--- src/core/gp_pkg.sv ---
package gp_pkg;
  localparam int NPA = 4;
  localparam int NPB = 8;
  localparam int NPIN = NPA + NPB;
  localparam int AW = 5;
  localparam int DW = 8;
  // Register offsets
  localparam logic [AW-1:0] OFF_DATA_A = 5'h00;
  localparam logic [AW-1:0] OFF_DATA_B = 5'h01;
  localparam logic [AW-1:0] OFF_DIR_A = 5'h02;
  localparam logic [AW-1:0] OFF_DIR_B = 5'h03;
  localparam logic [AW-1:0] OFF_PULL_LOW = 5'h04;
  localparam logic [AW-1:0] OFF_PULL_HIGH = 5'h05;
  localparam logic [AW-1:0] OFF_OPEN_DRAIN = 5'h06;
  localparam logic [AW-1:0] OFF_CHG_SEL = 5'h07;
  localparam logic [AW-1:0] OFF_INT_FLAG = 5'h08;
  localparam logic [AW-1:0] OFF_INT_EN = 5'h09;
  localparam logic [AW-1:0] OFF_PWR_CTL = 5'h0a;
  localparam logic [AW-1:0] OFF_PWR_CTL1 = 5'h0b;
  localparam logic [AW-1:0] OFF_IR_CTL = 5'h0c;
  localparam logic [AW-1:0] OFF_T1_CTL1 = 5'h0d;
  localparam logic [AW-1:0] OFF_BZ_CTL = 5'h0e;
  localparam logic [AW-1:0] OFF_MISC = 5'h0f;
  localparam logic [AW-1:0] OFF_RD_TYPE_A = 5'h10;
  localparam logic [AW-1:0] OFF_RD_TYPE_B = 5'h11;
  // Field positions
  localparam int BIT_PORT_CHG = 1;
  localparam int BIT_EXT_INT = 2;
  localparam int BIT_EXT_SEL = 6;
  localparam int BIT_GLOBAL_EN = 7;
  localparam int BIT_IR_EN = 0;
  localparam int BIT_PWM_EN = 7;
  localparam int BIT_BZ_EN = 7;
  localparam int BIT_EDGE_RISE = 0;
  localparam int BIT_T0_SRC = 1;
  localparam int BIT_T0_LOW = 2;
  localparam int BIT_T1_SRC = 3;
  // Pin indices in the 12-bit pad vector
  localparam int PB0 = 4;
  localparam int PB1 = 5;
  localparam int PB2 = 6;
  localparam int PB3 = 7;
  localparam int PB4 = 8;
  localparam int PB5 = 9;
  localparam int PB6 = 10;
  localparam int PB7 = 11;
  // Reset values and the pull-high capability mask
  localparam logic [DW-1:0] RST_ZERO = 8'h00;
  localparam logic [DW-1:0] RST_DIR = 8'hff;
  localparam logic [DW-1:0] PH_CAPABLE = 8'hf7;
  typedef struct packed {
    logic [NPIN-1:0] out;
    logic [NPIN-1:0] oe;
    logic [NPIN-1:0] pu;
    logic [NPIN-1:0] pd;
  } gp_pad_t;
  typedef struct packed {
    logic t0_clk;
    logic t1_clk;
    logic ext_rst;
    logic int_req;
  } gp_evt_t;
endpackage

--- src/core/gp_port.sv ---
`timescale 1ns/100ps
// How it works
// - Twelve pins, four on port A, eight on port B, one data bit each.
// - A direction bit per pin chooses input or output, 4 for A, 8 for B.
// - Pulls act only on inputs; pull-low bits 3..0 serve port A.
// - Pull-high bits serve port B 7..4 and 2..0; PB3 and port A have none.
// - Pull-low bits 7..4 serve port B 3..0; port B 7..4 have none.
// - Port B outputs pick open-drain or push-pull per bit; port A push-pull.
// - PB3 as output always drives open-drain.
// - A level change on a selected port B pin sets the port-change flag.
// - Port-change request needs flag, its enable and global enable.
// - External-interrupt select makes PB0 the external interrupt input.
// - With PB0 as external interrupt its change detection is suppressed.
// - IR carrier enable drives the carrier onto PB1.
// - PB3 as reset pin: low level requests device reset.
// - Crystal option takes PB5 as crystal input, PB4 as output.
// - Clock-out option without crystal drives instruction clock on PB4.
// - PB2 feeds the external count clock to timer 0 or timer 1.
// - PWM enable drives PB6, buzzer enable drives PB7.
// - Each pin read returns pad level or output latch, per selector.
// - IR enabled forces PB1 to output; disabled restores general I/O.
// - PWM enabled forces PB6 to output regardless of direction.
module gp_port
  import gp_pkg::*;
(
  input wire logic mclk,
  input wire logic rstn,
  input wire logic ce,
  input wire logic [AW-1:0] addr,
  input wire logic [DW-1:0] wdata,
  input wire logic wr,
  input wire logic rd,
  output logic [DW-1:0] rdata,
  input wire logic [NPIN-1:0] pad_i,
  output gp_pad_t pad,
  output gp_evt_t evt,
  input wire logic cfg_pb3_reset,
  input wire logic cfg_xtal_en,
  input wire logic cfg_clkout_en,
  input wire logic ir_carrier,
  input wire logic inst_clk,
  input wire logic pwm_data,
  input wire logic bz_data
);
  logic [NPA-1:0] data_a_r, dir_a_r, rdt_a_r;
  logic [NPB-1:0] data_b_r, dir_b_r, rdt_b_r;
  logic [DW-1:0] pull_low_r, pull_high_r, open_drain_r, chg_sel_r;
  logic [DW-1:0] int_flag_r, int_en_r, pwr_r, pwr1_r, ir_r, t1c_r, bz_r, misc_r;
  logic [NPIN-1:0] sync1_r, sync2_r, prev_r;
  logic [DW-1:0] rdata_nxt;
  gp_pad_t pad_nxt;
  gp_evt_t evt_nxt;
  logic [NPB-1:0] chg_hit;
  logic ext_hit, flag_clr_pc, flag_clr_ext;
  logic [NPIN-1:0] level;
  logic [2:0] warm_r;

  function automatic logic wr_to(input logic [AW-1:0] off);
    wr_to = wr && (addr == off);
  endfunction

  // Pad inputs are asynchronous; two stages before use
  always_ff @(posedge mclk) begin
    if (!rstn) begin
      sync1_r <= '0;
      sync2_r <= '0;
      prev_r <= '0;
      warm_r <= 3'h0;
    end else if (ce) begin
      sync1_r <= pad_i;
      sync2_r <= sync1_r;
      prev_r <= sync2_r;
      // Stages hold reset zeros for three edges; a pin idling high would fake a change
      warm_r <= {warm_r[1:0], 1'b1};
    end
  end

  // Control registers
  always_ff @(posedge mclk) begin
    if (!rstn) begin
      data_a_r <= RST_ZERO[NPA-1:0];
      data_b_r <= RST_ZERO;
      dir_a_r <= RST_DIR[NPA-1:0];
      dir_b_r <= RST_DIR;
      rdt_a_r <= RST_ZERO[NPA-1:0];
      rdt_b_r <= RST_ZERO;
      pull_low_r <= RST_ZERO;
      pull_high_r <= RST_ZERO;
      open_drain_r <= RST_ZERO;
      chg_sel_r <= RST_ZERO;
      int_en_r <= RST_ZERO;
      pwr_r <= RST_ZERO;
      pwr1_r <= RST_ZERO;
      ir_r <= RST_ZERO;
      t1c_r <= RST_ZERO;
      bz_r <= RST_ZERO;
      misc_r <= RST_ZERO;
    end else if (ce) begin
      if (wr_to(OFF_DATA_A)) data_a_r <= wdata[NPA-1:0];
      if (wr_to(OFF_DATA_B)) data_b_r <= wdata;
      if (wr_to(OFF_DIR_A)) dir_a_r <= wdata[NPA-1:0];
      if (wr_to(OFF_DIR_B)) dir_b_r <= wdata;
      if (wr_to(OFF_RD_TYPE_A)) rdt_a_r <= wdata[NPA-1:0];
      if (wr_to(OFF_RD_TYPE_B)) rdt_b_r <= wdata;
      if (wr_to(OFF_PULL_LOW)) pull_low_r <= wdata;
      // PB3 has no pull-high, so its bit stays zero
      if (wr_to(OFF_PULL_HIGH)) pull_high_r <= wdata & PH_CAPABLE;
      if (wr_to(OFF_OPEN_DRAIN)) open_drain_r <= wdata;
      if (wr_to(OFF_CHG_SEL)) chg_sel_r <= wdata;
      if (wr_to(OFF_INT_EN)) int_en_r <= wdata;
      if (wr_to(OFF_PWR_CTL)) pwr_r <= wdata;
      if (wr_to(OFF_PWR_CTL1)) pwr1_r <= wdata;
      if (wr_to(OFF_IR_CTL)) ir_r <= wdata;
      if (wr_to(OFF_T1_CTL1)) t1c_r <= wdata;
      if (wr_to(OFF_BZ_CTL)) bz_r <= wdata;
      if (wr_to(OFF_MISC)) misc_r <= wdata;
    end
  end

  // Change and edge detection
  always_comb begin
    chg_hit = (sync2_r[NPIN-1:NPA] ^ prev_r[NPIN-1:NPA]) & chg_sel_r;
    if (pwr_r[BIT_EXT_SEL]) begin
      chg_hit[0] = 1'b0;
    end
    if (misc_r[BIT_EDGE_RISE]) begin
      ext_hit = pwr_r[BIT_EXT_SEL] && sync2_r[PB0] && !prev_r[PB0];
    end else begin
      ext_hit = pwr_r[BIT_EXT_SEL] && !sync2_r[PB0] && prev_r[PB0];
    end
    flag_clr_pc = wr_to(OFF_INT_FLAG) && !wdata[BIT_PORT_CHG];
    flag_clr_ext = wr_to(OFF_INT_FLAG) && !wdata[BIT_EXT_INT];
    if (!warm_r[2]) begin
      chg_hit = '0;
      ext_hit = 1'b0;
    end
  end

  // Sticky flags; a new event wins over a clear in the same cycle
  always_ff @(posedge mclk) begin
    if (!rstn) begin
      int_flag_r <= RST_ZERO;
    end else if (ce) begin
      if (|chg_hit) begin
        int_flag_r[BIT_PORT_CHG] <= 1'b1;
      end else if (flag_clr_pc) begin
        int_flag_r[BIT_PORT_CHG] <= 1'b0;
      end
      if (ext_hit) begin
        int_flag_r[BIT_EXT_INT] <= 1'b1;
      end else if (flag_clr_ext) begin
        int_flag_r[BIT_EXT_INT] <= 1'b0;
      end
    end
  end

  // Pad drive
  always_comb begin
    pad_nxt = '0;
    level = {data_b_r, data_a_r};
    for (int i = 0; i < NPA; i++) begin
      pad_nxt.oe[i] = !dir_a_r[i];
      pad_nxt.out[i] = data_a_r[i];
      pad_nxt.pd[i] = dir_a_r[i] && pull_low_r[i];
    end
    for (int i = 0; i < NPB; i++) begin
      pad_nxt.out[NPA+i] = level[NPA+i];
      // Open-drain only drives the low level
      if (open_drain_r[i] || (i == 3)) begin
        pad_nxt.oe[NPA+i] = !dir_b_r[i] && !level[NPA+i];
      end else begin
        pad_nxt.oe[NPA+i] = !dir_b_r[i];
      end
      pad_nxt.pu[NPA+i] = dir_b_r[i] && pull_high_r[i];
      if (i < 4) begin
        pad_nxt.pd[NPA+i] = dir_b_r[i] && pull_low_r[4+i];
      end
    end
    if (ir_r[BIT_IR_EN]) begin
      pad_nxt.out[PB1] = ir_carrier;
      pad_nxt.oe[PB1] = 1'b1;
      pad_nxt.pu[PB1] = 1'b0;
      pad_nxt.pd[PB1] = 1'b0;
    end
    if (cfg_pb3_reset) begin
      pad_nxt.oe[PB3] = 1'b0;
      pad_nxt.pd[PB3] = 1'b0;
    end
    if (cfg_xtal_en) begin
      pad_nxt.oe[PB5:PB4] = 2'b00;
      pad_nxt.pu[PB5:PB4] = 2'b00;
    end else if (cfg_clkout_en) begin
      pad_nxt.out[PB4] = inst_clk;
      pad_nxt.oe[PB4] = 1'b1;
      pad_nxt.pu[PB4] = 1'b0;
    end
    if (t1c_r[BIT_PWM_EN]) begin
      pad_nxt.out[PB6] = pwm_data;
      pad_nxt.oe[PB6] = 1'b1;
      pad_nxt.pu[PB6] = 1'b0;
    end
    if (bz_r[BIT_BZ_EN]) begin
      pad_nxt.out[PB7] = bz_data;
      pad_nxt.oe[PB7] = 1'b1;
      pad_nxt.pu[PB7] = 1'b0;
    end
  end

  // Side events
  always_comb begin
    evt_nxt.t0_clk = misc_r[BIT_T0_SRC] && !misc_r[BIT_T0_LOW] && sync2_r[PB2];
    evt_nxt.t1_clk = misc_r[BIT_T1_SRC] && sync2_r[PB2];
    // A false low straight after reset would restart the device
    evt_nxt.ext_rst = cfg_pb3_reset && warm_r[1] && !sync2_r[PB3];
    evt_nxt.int_req = pwr1_r[BIT_GLOBAL_EN] && ((int_flag_r[BIT_PORT_CHG]
      && int_en_r[BIT_PORT_CHG]) || (int_flag_r[BIT_EXT_INT] && int_en_r[BIT_EXT_INT]));
  end

  // Read mux; unmapped offsets read zero
  always_comb begin
    case (addr)
      OFF_DATA_A: rdata_nxt = {4'h0, (rdt_a_r & data_a_r) | (~rdt_a_r & sync2_r[NPA-1:0])};
      OFF_DATA_B: rdata_nxt = (rdt_b_r & data_b_r) | (~rdt_b_r & sync2_r[NPIN-1:NPA]);
      OFF_DIR_A: rdata_nxt = {4'h0, dir_a_r};
      OFF_DIR_B: rdata_nxt = dir_b_r;
      OFF_PULL_LOW: rdata_nxt = pull_low_r;
      OFF_PULL_HIGH: rdata_nxt = pull_high_r;
      OFF_OPEN_DRAIN: rdata_nxt = open_drain_r;
      OFF_CHG_SEL: rdata_nxt = chg_sel_r;
      OFF_INT_FLAG: rdata_nxt = int_flag_r;
      OFF_INT_EN: rdata_nxt = int_en_r;
      OFF_PWR_CTL: rdata_nxt = pwr_r;
      OFF_PWR_CTL1: rdata_nxt = pwr1_r;
      OFF_IR_CTL: rdata_nxt = ir_r;
      OFF_T1_CTL1: rdata_nxt = t1c_r;
      OFF_BZ_CTL: rdata_nxt = bz_r;
      OFF_MISC: rdata_nxt = misc_r;
      OFF_RD_TYPE_A: rdata_nxt = {4'h0, rdt_a_r};
      OFF_RD_TYPE_B: rdata_nxt = rdt_b_r;
      default: rdata_nxt = RST_ZERO;
    endcase
  end

  // All outputs registered
  always_ff @(posedge mclk) begin
    if (!rstn) begin
      rdata <= RST_ZERO;
      pad <= '0;
      evt <= '0;
    end else if (ce) begin
      if (rd) rdata <= rdata_nxt;
      pad <= pad_nxt;
      evt <= evt_nxt;
    end
  end
endmodule

--- config.mk ---
export PLATFORM = sky130hd
export DESIGN_NAME = gp_port
export DESIGN_NICKNAME = d
export VERILOG_FILES = /design/src/core/gp_pkg.sv /design/src/core/gp_port.sv
export SDC_FILE = /design/constraint.sdc
export NUM_CORES = 1
export LEC_CHECK = 0
export BUFFER_PORTS_ARGS = -buffer_cell sky130_fd_sc_hd__buf_4
export CAP_MARGIN = 20
export CORE_ASPECT_RATIO = 0.75
export CORE_MARGIN = 10
export CORE_UTILIZATION = 63
export DETAILED_ROUTE_END_ITERATION = 10
export PLACE_DENSITY = 0.84
export SLEW_MARGIN = 10
export SYNTH_ARGS = -nofsm -noshare
export SYNTH_HDL_FRONTEND = slang
export SYNTH_SLANG_ARGS = --single-unit
--- constraint.sdc ---
create_clock -name mclk -period 2.5 [get_ports mclk]
set_clock_uncertainty 0.1 [all_clocks]
set_input_delay 0.5 -clock mclk [delete_from_list [all_inputs] [get_ports mclk]]
set_output_delay 0.5 -clock mclk [all_outputs]
set_load 0.01 [all_outputs]
**Word-level counts from Yosys, hierarchy flattened**

Cells that the tools add are included.

- Word-level logic and storage cells: 201
- Output and inout port bits: 60
- Bits of input ports: 37
- Register bits after elaboration: 216

- Equal/unequal tests: 17
- Reduce and logical (&&, ||, !) cells: 106
- Multiplexer cells: 36
- Bitwise gates (word level): 10

Operators with widths:

| cell | count |
|---|---|
| 8-bit case mux with 18 select lines | 1 |
| 1-bit logical AND | 55 |
| 5-bit by 4-bit == test with 1-bit output, second input constant | 8 |
| 2-bit AND reduction | 20 |
| 1-bit two-way mux | 34 |
| 1-bit logical NOT | 26 |
| 8-bit AND | 3 |
| 5-bit by 3-bit == test with 1-bit output, second input constant | 4 |
| 5-bit by 2-bit == test with 1-bit output, second input constant | 2 |
| 5-bit == test, second input constant | 2 |
| 4-bit AND | 2 |
| 8-bit two-way mux | 1 |
| 8-bit NOT | 1 |
| 8-bit bitwise OR | 1 |
| 8-bit OR reduction | 1 |
| 8-bit XOR | 1 |
| 5-bit by 1-bit == test with 1-bit output, second input constant | 1 |
| 5-bit logical NOT | 1 |
| 4-bit NOT | 1 |
| 4-bit bitwise OR | 1 |
| 2-bit nonzero test | 2 |
| 1-bit logical OR | 1 |

**Longest topological paths before layout**

Gate-level depths: netlist of the first run.

- Depth in word-level cells: 7
- Mapped depth: 8
- Mapped depth without buffers: 5

**Least setup slack after synthesis of the first run**

OpenSTA, ideal clock, no wires.

- Path kind: input to register
- Start point: input port addr[0]
- End point: register rdata[1]
- Stages on the path: 5
- Data arrival time: 1.664 ns
- Library setup time: 0.138 ns
- Setup slack: 0.597 ns
- Data required time: 2.262 ns
- Buffers on the path: 1
- Cell sequence: buf_4 > mux4_2 > and3_1 > a2111oi_0 > a31oi_1

- Cells in the longest elaborated chain, start to end: 2
- Elaborated cells between the ends (all ways): 19
- Classes of those cells: eq/ne (17); mux (1); reduce/logical (1)

RTL lines:

| what | RTL line | RTL |
|---|---|---|
| start: declaration | gp_port.sv:29 | `input wire logic [AW-1:0] addr,` |
| 5-bit == test (tied with other cells) | gp_port.sv:221 | `case (addr)` |
| 8-bit case mux with 18 select lines (*) | gp_port.sv:221 |  |
| end signal: assignment | gp_port.sv:251 | `if (rd) rdata <= rdata_nxt;` |
| end: declaration | gp_port.sv:33 | `output logic [DW-1:0] rdata,` |

Mark *: on every way between the ends. The rest lies on a longest branch, timed or not.
A chain may end at the register's enable or synchronous reset.

**Worst setup path in the final report of the first run**

- Start point: input port addr[2]
- End point: register rdata[1]

Same word-level chain as after synthesis.

==> results of run 1 <==
==> report_power, final <==
part / internal [mW] / total, mW / switching (mW)
Sequential: 3.40 / 3.44 / 0.0377
Clock: 1.90 / 3.23 / 1.33
Combinational: 0.210 / 0.558 / 0.348
==> kinds of logic (layout without fill, tap and decap cells) <==
| family | after synthesis | count (layout) | share of synthesized area (%) |
|---|---|---|---|
| AND/OR/NAND/NOR | 429 | 429 | 23.61 |
| AO/OA/AOI/OAI | 211 | 211 | 15.46 |
| flip-flops | 211 | 211 | 42.92 |
| multiplexers | 118 | 118 | 12.34 |
| buffers and inverters | 97 | 157 | 4.920 |
| XOR/XNOR | 8 | 8 | 0.7120 |
| other | 1 | 10 | 0.03810 |
==> stage by stage <==
step                      setup slack [ns]  area [um^2]  total power, mW  util (%)  instances
after floorplan                     0.5974         9872            3.864         -       1083
after global placement              0.1981        10610            4.051     69.48       1312
after detailed placement            0.1964        10610            4.056     69.48       1312
after CTS                           0.7100        11310            7.207     74.03       1348
after global routing                0.5276        11310            7.374     74.03       1348
final                               0.6246        11310            7.227     74.05       1349
==> layer usage <==
layer | part of all wire [%] | track usage [%]
met1 | 42 | 41.45
met5 | 0.052 | 0
met2 | 42 | 43.97
met3 | 13 | 10.08
met4 | 2.5 | 7.971
==> worst max-delay path by stage <==
stage             from  endpoint  slack, ns  cells after the start
2_1_floorplan  addr[0]  rdata[1]       0.60                      5
3_3_place_gp   addr[0]  rdata[7]       0.20                      6
3_5_place_dp   addr[2]  rdata[1]       0.20                      6
4_1_cts        addr[2]  rdata[1]       0.71                      6
5_1_grt        addr[2]  rdata[1]       0.53                      6
6_report       addr[2]  rdata[1]       0.62                      6
==> cell usage in the layout (no fill, tap or decap), drive strengths merged, types with 3 or more instances in the layout <==
cell type	instances
dfxtp	211
nand2	138
buf	117
mux2i	109
nor2b	98
nand3	89
a21boi	85
o21ai	39
nor2	30
clkbuf	29
a21oi	16
a22oi	11
nor3	10
nand4b	9
nand4	9
a32oi	9
conb	9
xor2	8
o211a	8
nand2b	7
and2	7
mux2	7
and3b	6
a22o	6
nor4	5
a31oi	5
inv	5
nor3b	5
nand3b	4
o2111ai	4
and3	4
clkinv	4
or3	4
o211ai	3
==> registers in the layout (all words and copies together), names as in the netlist, 3 cells and up <==
signal,count
bz_r,8
chg_sel_r,8
data_a_r,4
data_b_r,8
dir_a_r,4
dir_b_r,8
evt,4
int_en_r,8
ir_r,8
misc_r,8
open_drain_r,8
pad,39
prev_r,8
pull_high_r,7
pull_low_r,8
pwr1_r,8
pwr_r,8
rdata,8
rdt_a_r,4
rdt_b_r,8
sync1_r,12
sync2_r,12
t1c_r,8
warm_r,3
==> cell type report <==
cell class / instances / area [um^2] / share of cell area, %
sequential: 211 / 4224 / 37.35
antenna: 1 / 2.502 / 0.02213
inverter: 4 / 15.01 / 0.1328
tap: 205 / 256.5 / 2.268
clock inverter: 7 / 88.84 / 0.7855
clock buffer: 29 / 605.6 / 5.355
timing repair buffer: 117 / 953.4 / 8.430
multi-input combinational: 775 / 5164 / 45.66
==> critical path, stage by stage <==
cell and delay (ns):
buf_4 0.26, nor3_1 0.56, nand2_1 0.24, o21ai_0 0.29
a211oi_1 0.13, a31oi_1 0.20
==> metrics.txt, run 1 <==
Die Y=~130 um; syn_area_per_cell=approximately 9.2 um^2; hold_sp=pad_i[6]; dominant synthesized flop cell=dfxtp_1; count leader, synth=dfxtp_1; Synth area leaders=dfxtp_1, mux2i_1, nor2b_1, a21boi_0, nand2_1; Setup TNS=0 ns; IO buf count=87; Crit Path Category=input pin to register; Reg2Reg Launch Point=misc_r[1]; Hold WS=0.1541 ns; deepest clock path buffer count=3; Reg2Reg Depth=4; CTS tree=built; vias post-DR=roughly 8600; DRC violations left=0; Mapped Cells=between 1000 and 1500; GPL Wtd Cong=a little over 1; final worst-path cycle share=around 75%; row cnt=39; Post-Syn Area=just under 10000 um^2; Netlist cell types=a little over 70; Detailed Routing Iterations Pass 1=6; Worst R2R End=rdata[1]; Req. time, crit path=approximately 2.8 ns; r2r setup slk=approximately 0.73 ns; most frequent cells after synthesis=dfxtp_1, nand2_1, mux2i_1; routed wire length=~33000 um; Initial Util=roughly 64%; achievable clock frequency=roughly 530 MHz; area grow syn2layout=14.91%; status=completed; hold-critical path depth=3; Avg Vias per Cell=roughly 6.4; Total GRT Usage=a little under a third; post-synthesis sequential area ratio=a little over two fifths; layout cells sized above 1=16.19%; Top Ports=between 90 and 100; Worst IR Drop VDD=between 500 and 600 uV; Min-Delay Endpoint=sync1_r[6]; leakage=around 4.2 nW; fill count=1110; warnings from Yosys=0; Post-synth EDFFs=0; Yosys top cell by area=dfxtp_1; Detail Route Antenna Nets=0; max_cap viols=0; final setup vio count=0; Core ar.=15270 um^2; pwr/cell area=around 640 nW/um^2; # resized after CTS=0; Slew headroom=a little over half; asr flop ratio synth=0%; Slew Limit Fails=0; die area=21070 um^2; Slew @ Worst Pin=roughly 0.7 ns; RSZ-0062 raised after global routing=false; Final Net Count=between 1000 and 1500; clk_lat worst skew=around 0.51 ns; Detailed Place HPWL=22880 um; vias in the first global route=~8100; antenna violations before repair=2; pin count of the biggest net entering global routing=approximately 110; CTS Buf Count=21; Fin. Hold Viols=0; minimum clock period=1.875 ns; wire length per cell=approximately 24 um; CTS Hold Bufs=0; Worst Setup End Kind=register; number of setup buffers added after CTS=0; Reg clk slew, reported paths=approximately 0.06 ns; worst hold-check path type=input pin to register; Synth top area share=42.92%; H-tree depth=1; Root Buffer=clkbuf_16; GR Overflow Total=0; Startpoint Class=input pin; Die X=approximately 160 um; first-pass GRT wire length=around 50000 um; maximum fanout along the worst path=37; TritonCTS Sinks=roughly 210; DR iter-0 viols=between 1000 and 1500; Critical Path AT=2.21 ns; Yosys reg bits=211
Note: power is estimated with default switching activity, not from simulation.
==> inputs of run 2 (changes only) <==
Settings changed: CORE_UTILIZATION 63 to 54, PLACE_DENSITY 0.84 to 0.77.
Clock period 2.5 ns to 1.51 ns, I/O delays scaled along.
==> run 2 against run 1 <==
- the run now ends with negative setup slack left
- highest routed layer unchanged
- critical path depth is 1 lower
- sequential power grew 66%
- clock power is 93% higher
- first-iteration DRC count is 27% lower
==> metrics.txt, run 2 (same netlist as run 1, synthesis figures left out) <==
antenna violations before repair=3; vias post-DR=between 9000 and 10000; worst hold-check path type=input pin to register; Slew Limit Fails=0; Worst IR Drop VDD=998.9 uV; Total GRT Usage=a little under 30%; number of flip-flops in the largest register=39; commonest non-fill, non-tap cell in the layout=buf_4; Root Buffer=clkbuf_16; Cells after DPL=~1500; failing checks=negative setup slack; max_cap viols=0; CTS Buf Count=22; deepest clock path buffer count=3; Critical Path AT=roughly 1.9 ns; GR Overflow Total=0; RSZ-0062 raised after global routing=true; IO buf count=87; layout cells sized above 1=~28%; Die X=roughly 180 um; first-pass GRT wire length=roughly 54000 um; maximum fanout along the worst path=2; Most flops, register=pad; achievable clock frequency=between 600 and 700 MHz; area grow syn2layout=32.00%; Req. time, crit path=1.80 ns; Detailed Place HPWL=between 20000 and 30000 um; DR iter-0 viols=909; Initial Util=approximately 55%; final worst-path cycle share=104.3%; DR WL met3=roughly 4000 um; fill count=about 1400; Core ar.=17760 um^2; row cnt=42; most frequent cells in the layout=buf_4, dfxtp_1, nand2_1; biggest regs=pad x39, sync1_r x12, sync2_r x12; Max Used Layer=met5; pin count of the biggest net entering global routing=50; Detail Route Antenna Nets=0; non-filler instance count after layout=1544; worst setup margin=-0.06419 ns; Slew @ Worst Pin=between 0.5 and 0.6 ns; Setup TNS=-0.1032 ns; Reg clk slew, reported paths=roughly 0.07 ns; vias in the first global route=between 8000 and 9000; Fin. Hold Viols=0; die area=24080 um^2; Slew headroom=around 65%; final core occ=between 70% and 80%; TritonCTS Sinks=about 210; met2 wire len=between 15000 and 20000 um; DRT met1 WL=15540 um; Die Y=between 100 and 150 um; GPL Wtd Cong=about 1.0; Top Ports=97; Diodes inserted=0; Worst Setup End Kind=register; routed wire length=between 30000 and 40000 um; final setup vio count=4; total power=13.12 mW; Startpoint Class=register; wire length per cell=between 20 and 25 um; Hold WS=around 0.019 ns; Detailed Routing Iterations Pass 1=6; minimum clock period=approximately 1.6 ns; leakage=between 5 and 6 nW; CTS tree=built; pwr/cell area=~1000 nW/um^2; DRC violations left=0; H-tree depth=1; Avg Vias per Cell=5.907; Crit Path Category=register to register; status=finished with violations; Final Net Count=approximately 1300; clk_lat worst skew=around 0.52 ns
run 2: cell types whose count changed in the layout (fill, tap and decap cells not counted), moves of 3 or more:
cell,previous run,this run
buf_4,111,240
dlygate4sd3_1,0,13
buf_12,6,16
dfxtp_1,211,205
dfxtp_2,0,6
bufinv_16,2,6
nand3_1,87,83
nand3_2,0,4
nor2_1,22,18
clkbuf_8,5,2
nor3_1,7,4
run 2: worst max-delay path, cell delays in order (launching register included):
cell and delay (ns):
dfxtp_1 0.34, mux2_2 0.35, a22oi_1 0.19, nor3_1 0.10, o21bai_1 0.25, a31oi_4 0.10
run 2: timing repair:
item | in CTS | in global routing
hold endpoints to repair | 14 | 0
hold buffers | 13 | 0
pin swaps | 6 | 6
resized for setup | 12 | 13
endpoints found under the setup margin | 4 | 7
buffers inserted | 2 | 1
run 2: worst paths after layout:
check / from / endpoint / slack (ns) / depth (start not counted)
max: rdt_a_r[0] / rdata[0] / -0.06 / 5
min: cfg_clkout_en / pad[20] / 0.02 / 4
max reg2reg: rdt_a_r[0] / rdata[0] / -0.06 / 5
min reg2reg: ir_r[2] / ir_r[2] / 0.36 / 2
run 2: where the power goes:
part / internal (mW) / total, mW / switching [mW]
combinational: 0.541 / 1.20 / 0.662
sequential: 5.64 / 5.70 / 0.0602
clock: 3.83 / 6.22 / 2.40
total: 10.0 / 13.1 / 3.12
run 2: cell type report:
| cell class | count | area [um^2] | area share, % |
|---|---|---|---|
| clock buffer | 25 | 581.8 | 4.478 |
| clock inverter | 15 | 249.0 | 1.917 |
| inverter | 4 | 15.01 | 0.1156 |
| multi-input combinational | 775 | 5318 | 40.93 |
| sequential | 211 | 4232 | 32.57 |
| tap | 242 | 302.8 | 2.331 |
| timing repair buffer | 272 | 2293 | 17.65 |
run 2: metrics by stage:
step                      cell area, um^2  setup slack, ns
final                               12990         -0.06419
after global routing                12990         -0.07611
after CTS                           12920         -0.01814
after detailed placement            11900          -0.8116
after global placement              11900          -0.8774
after floorplan                     10020         -0.08651
run 2: metal layers:
metal  global-route usage, %  vias to the layer above
li1                        -                     4202
met1                   39.46                     4332
met2                   44.21                      502
met3                   8.618                       81
met4                   7.938                        4
met5                       0                        -
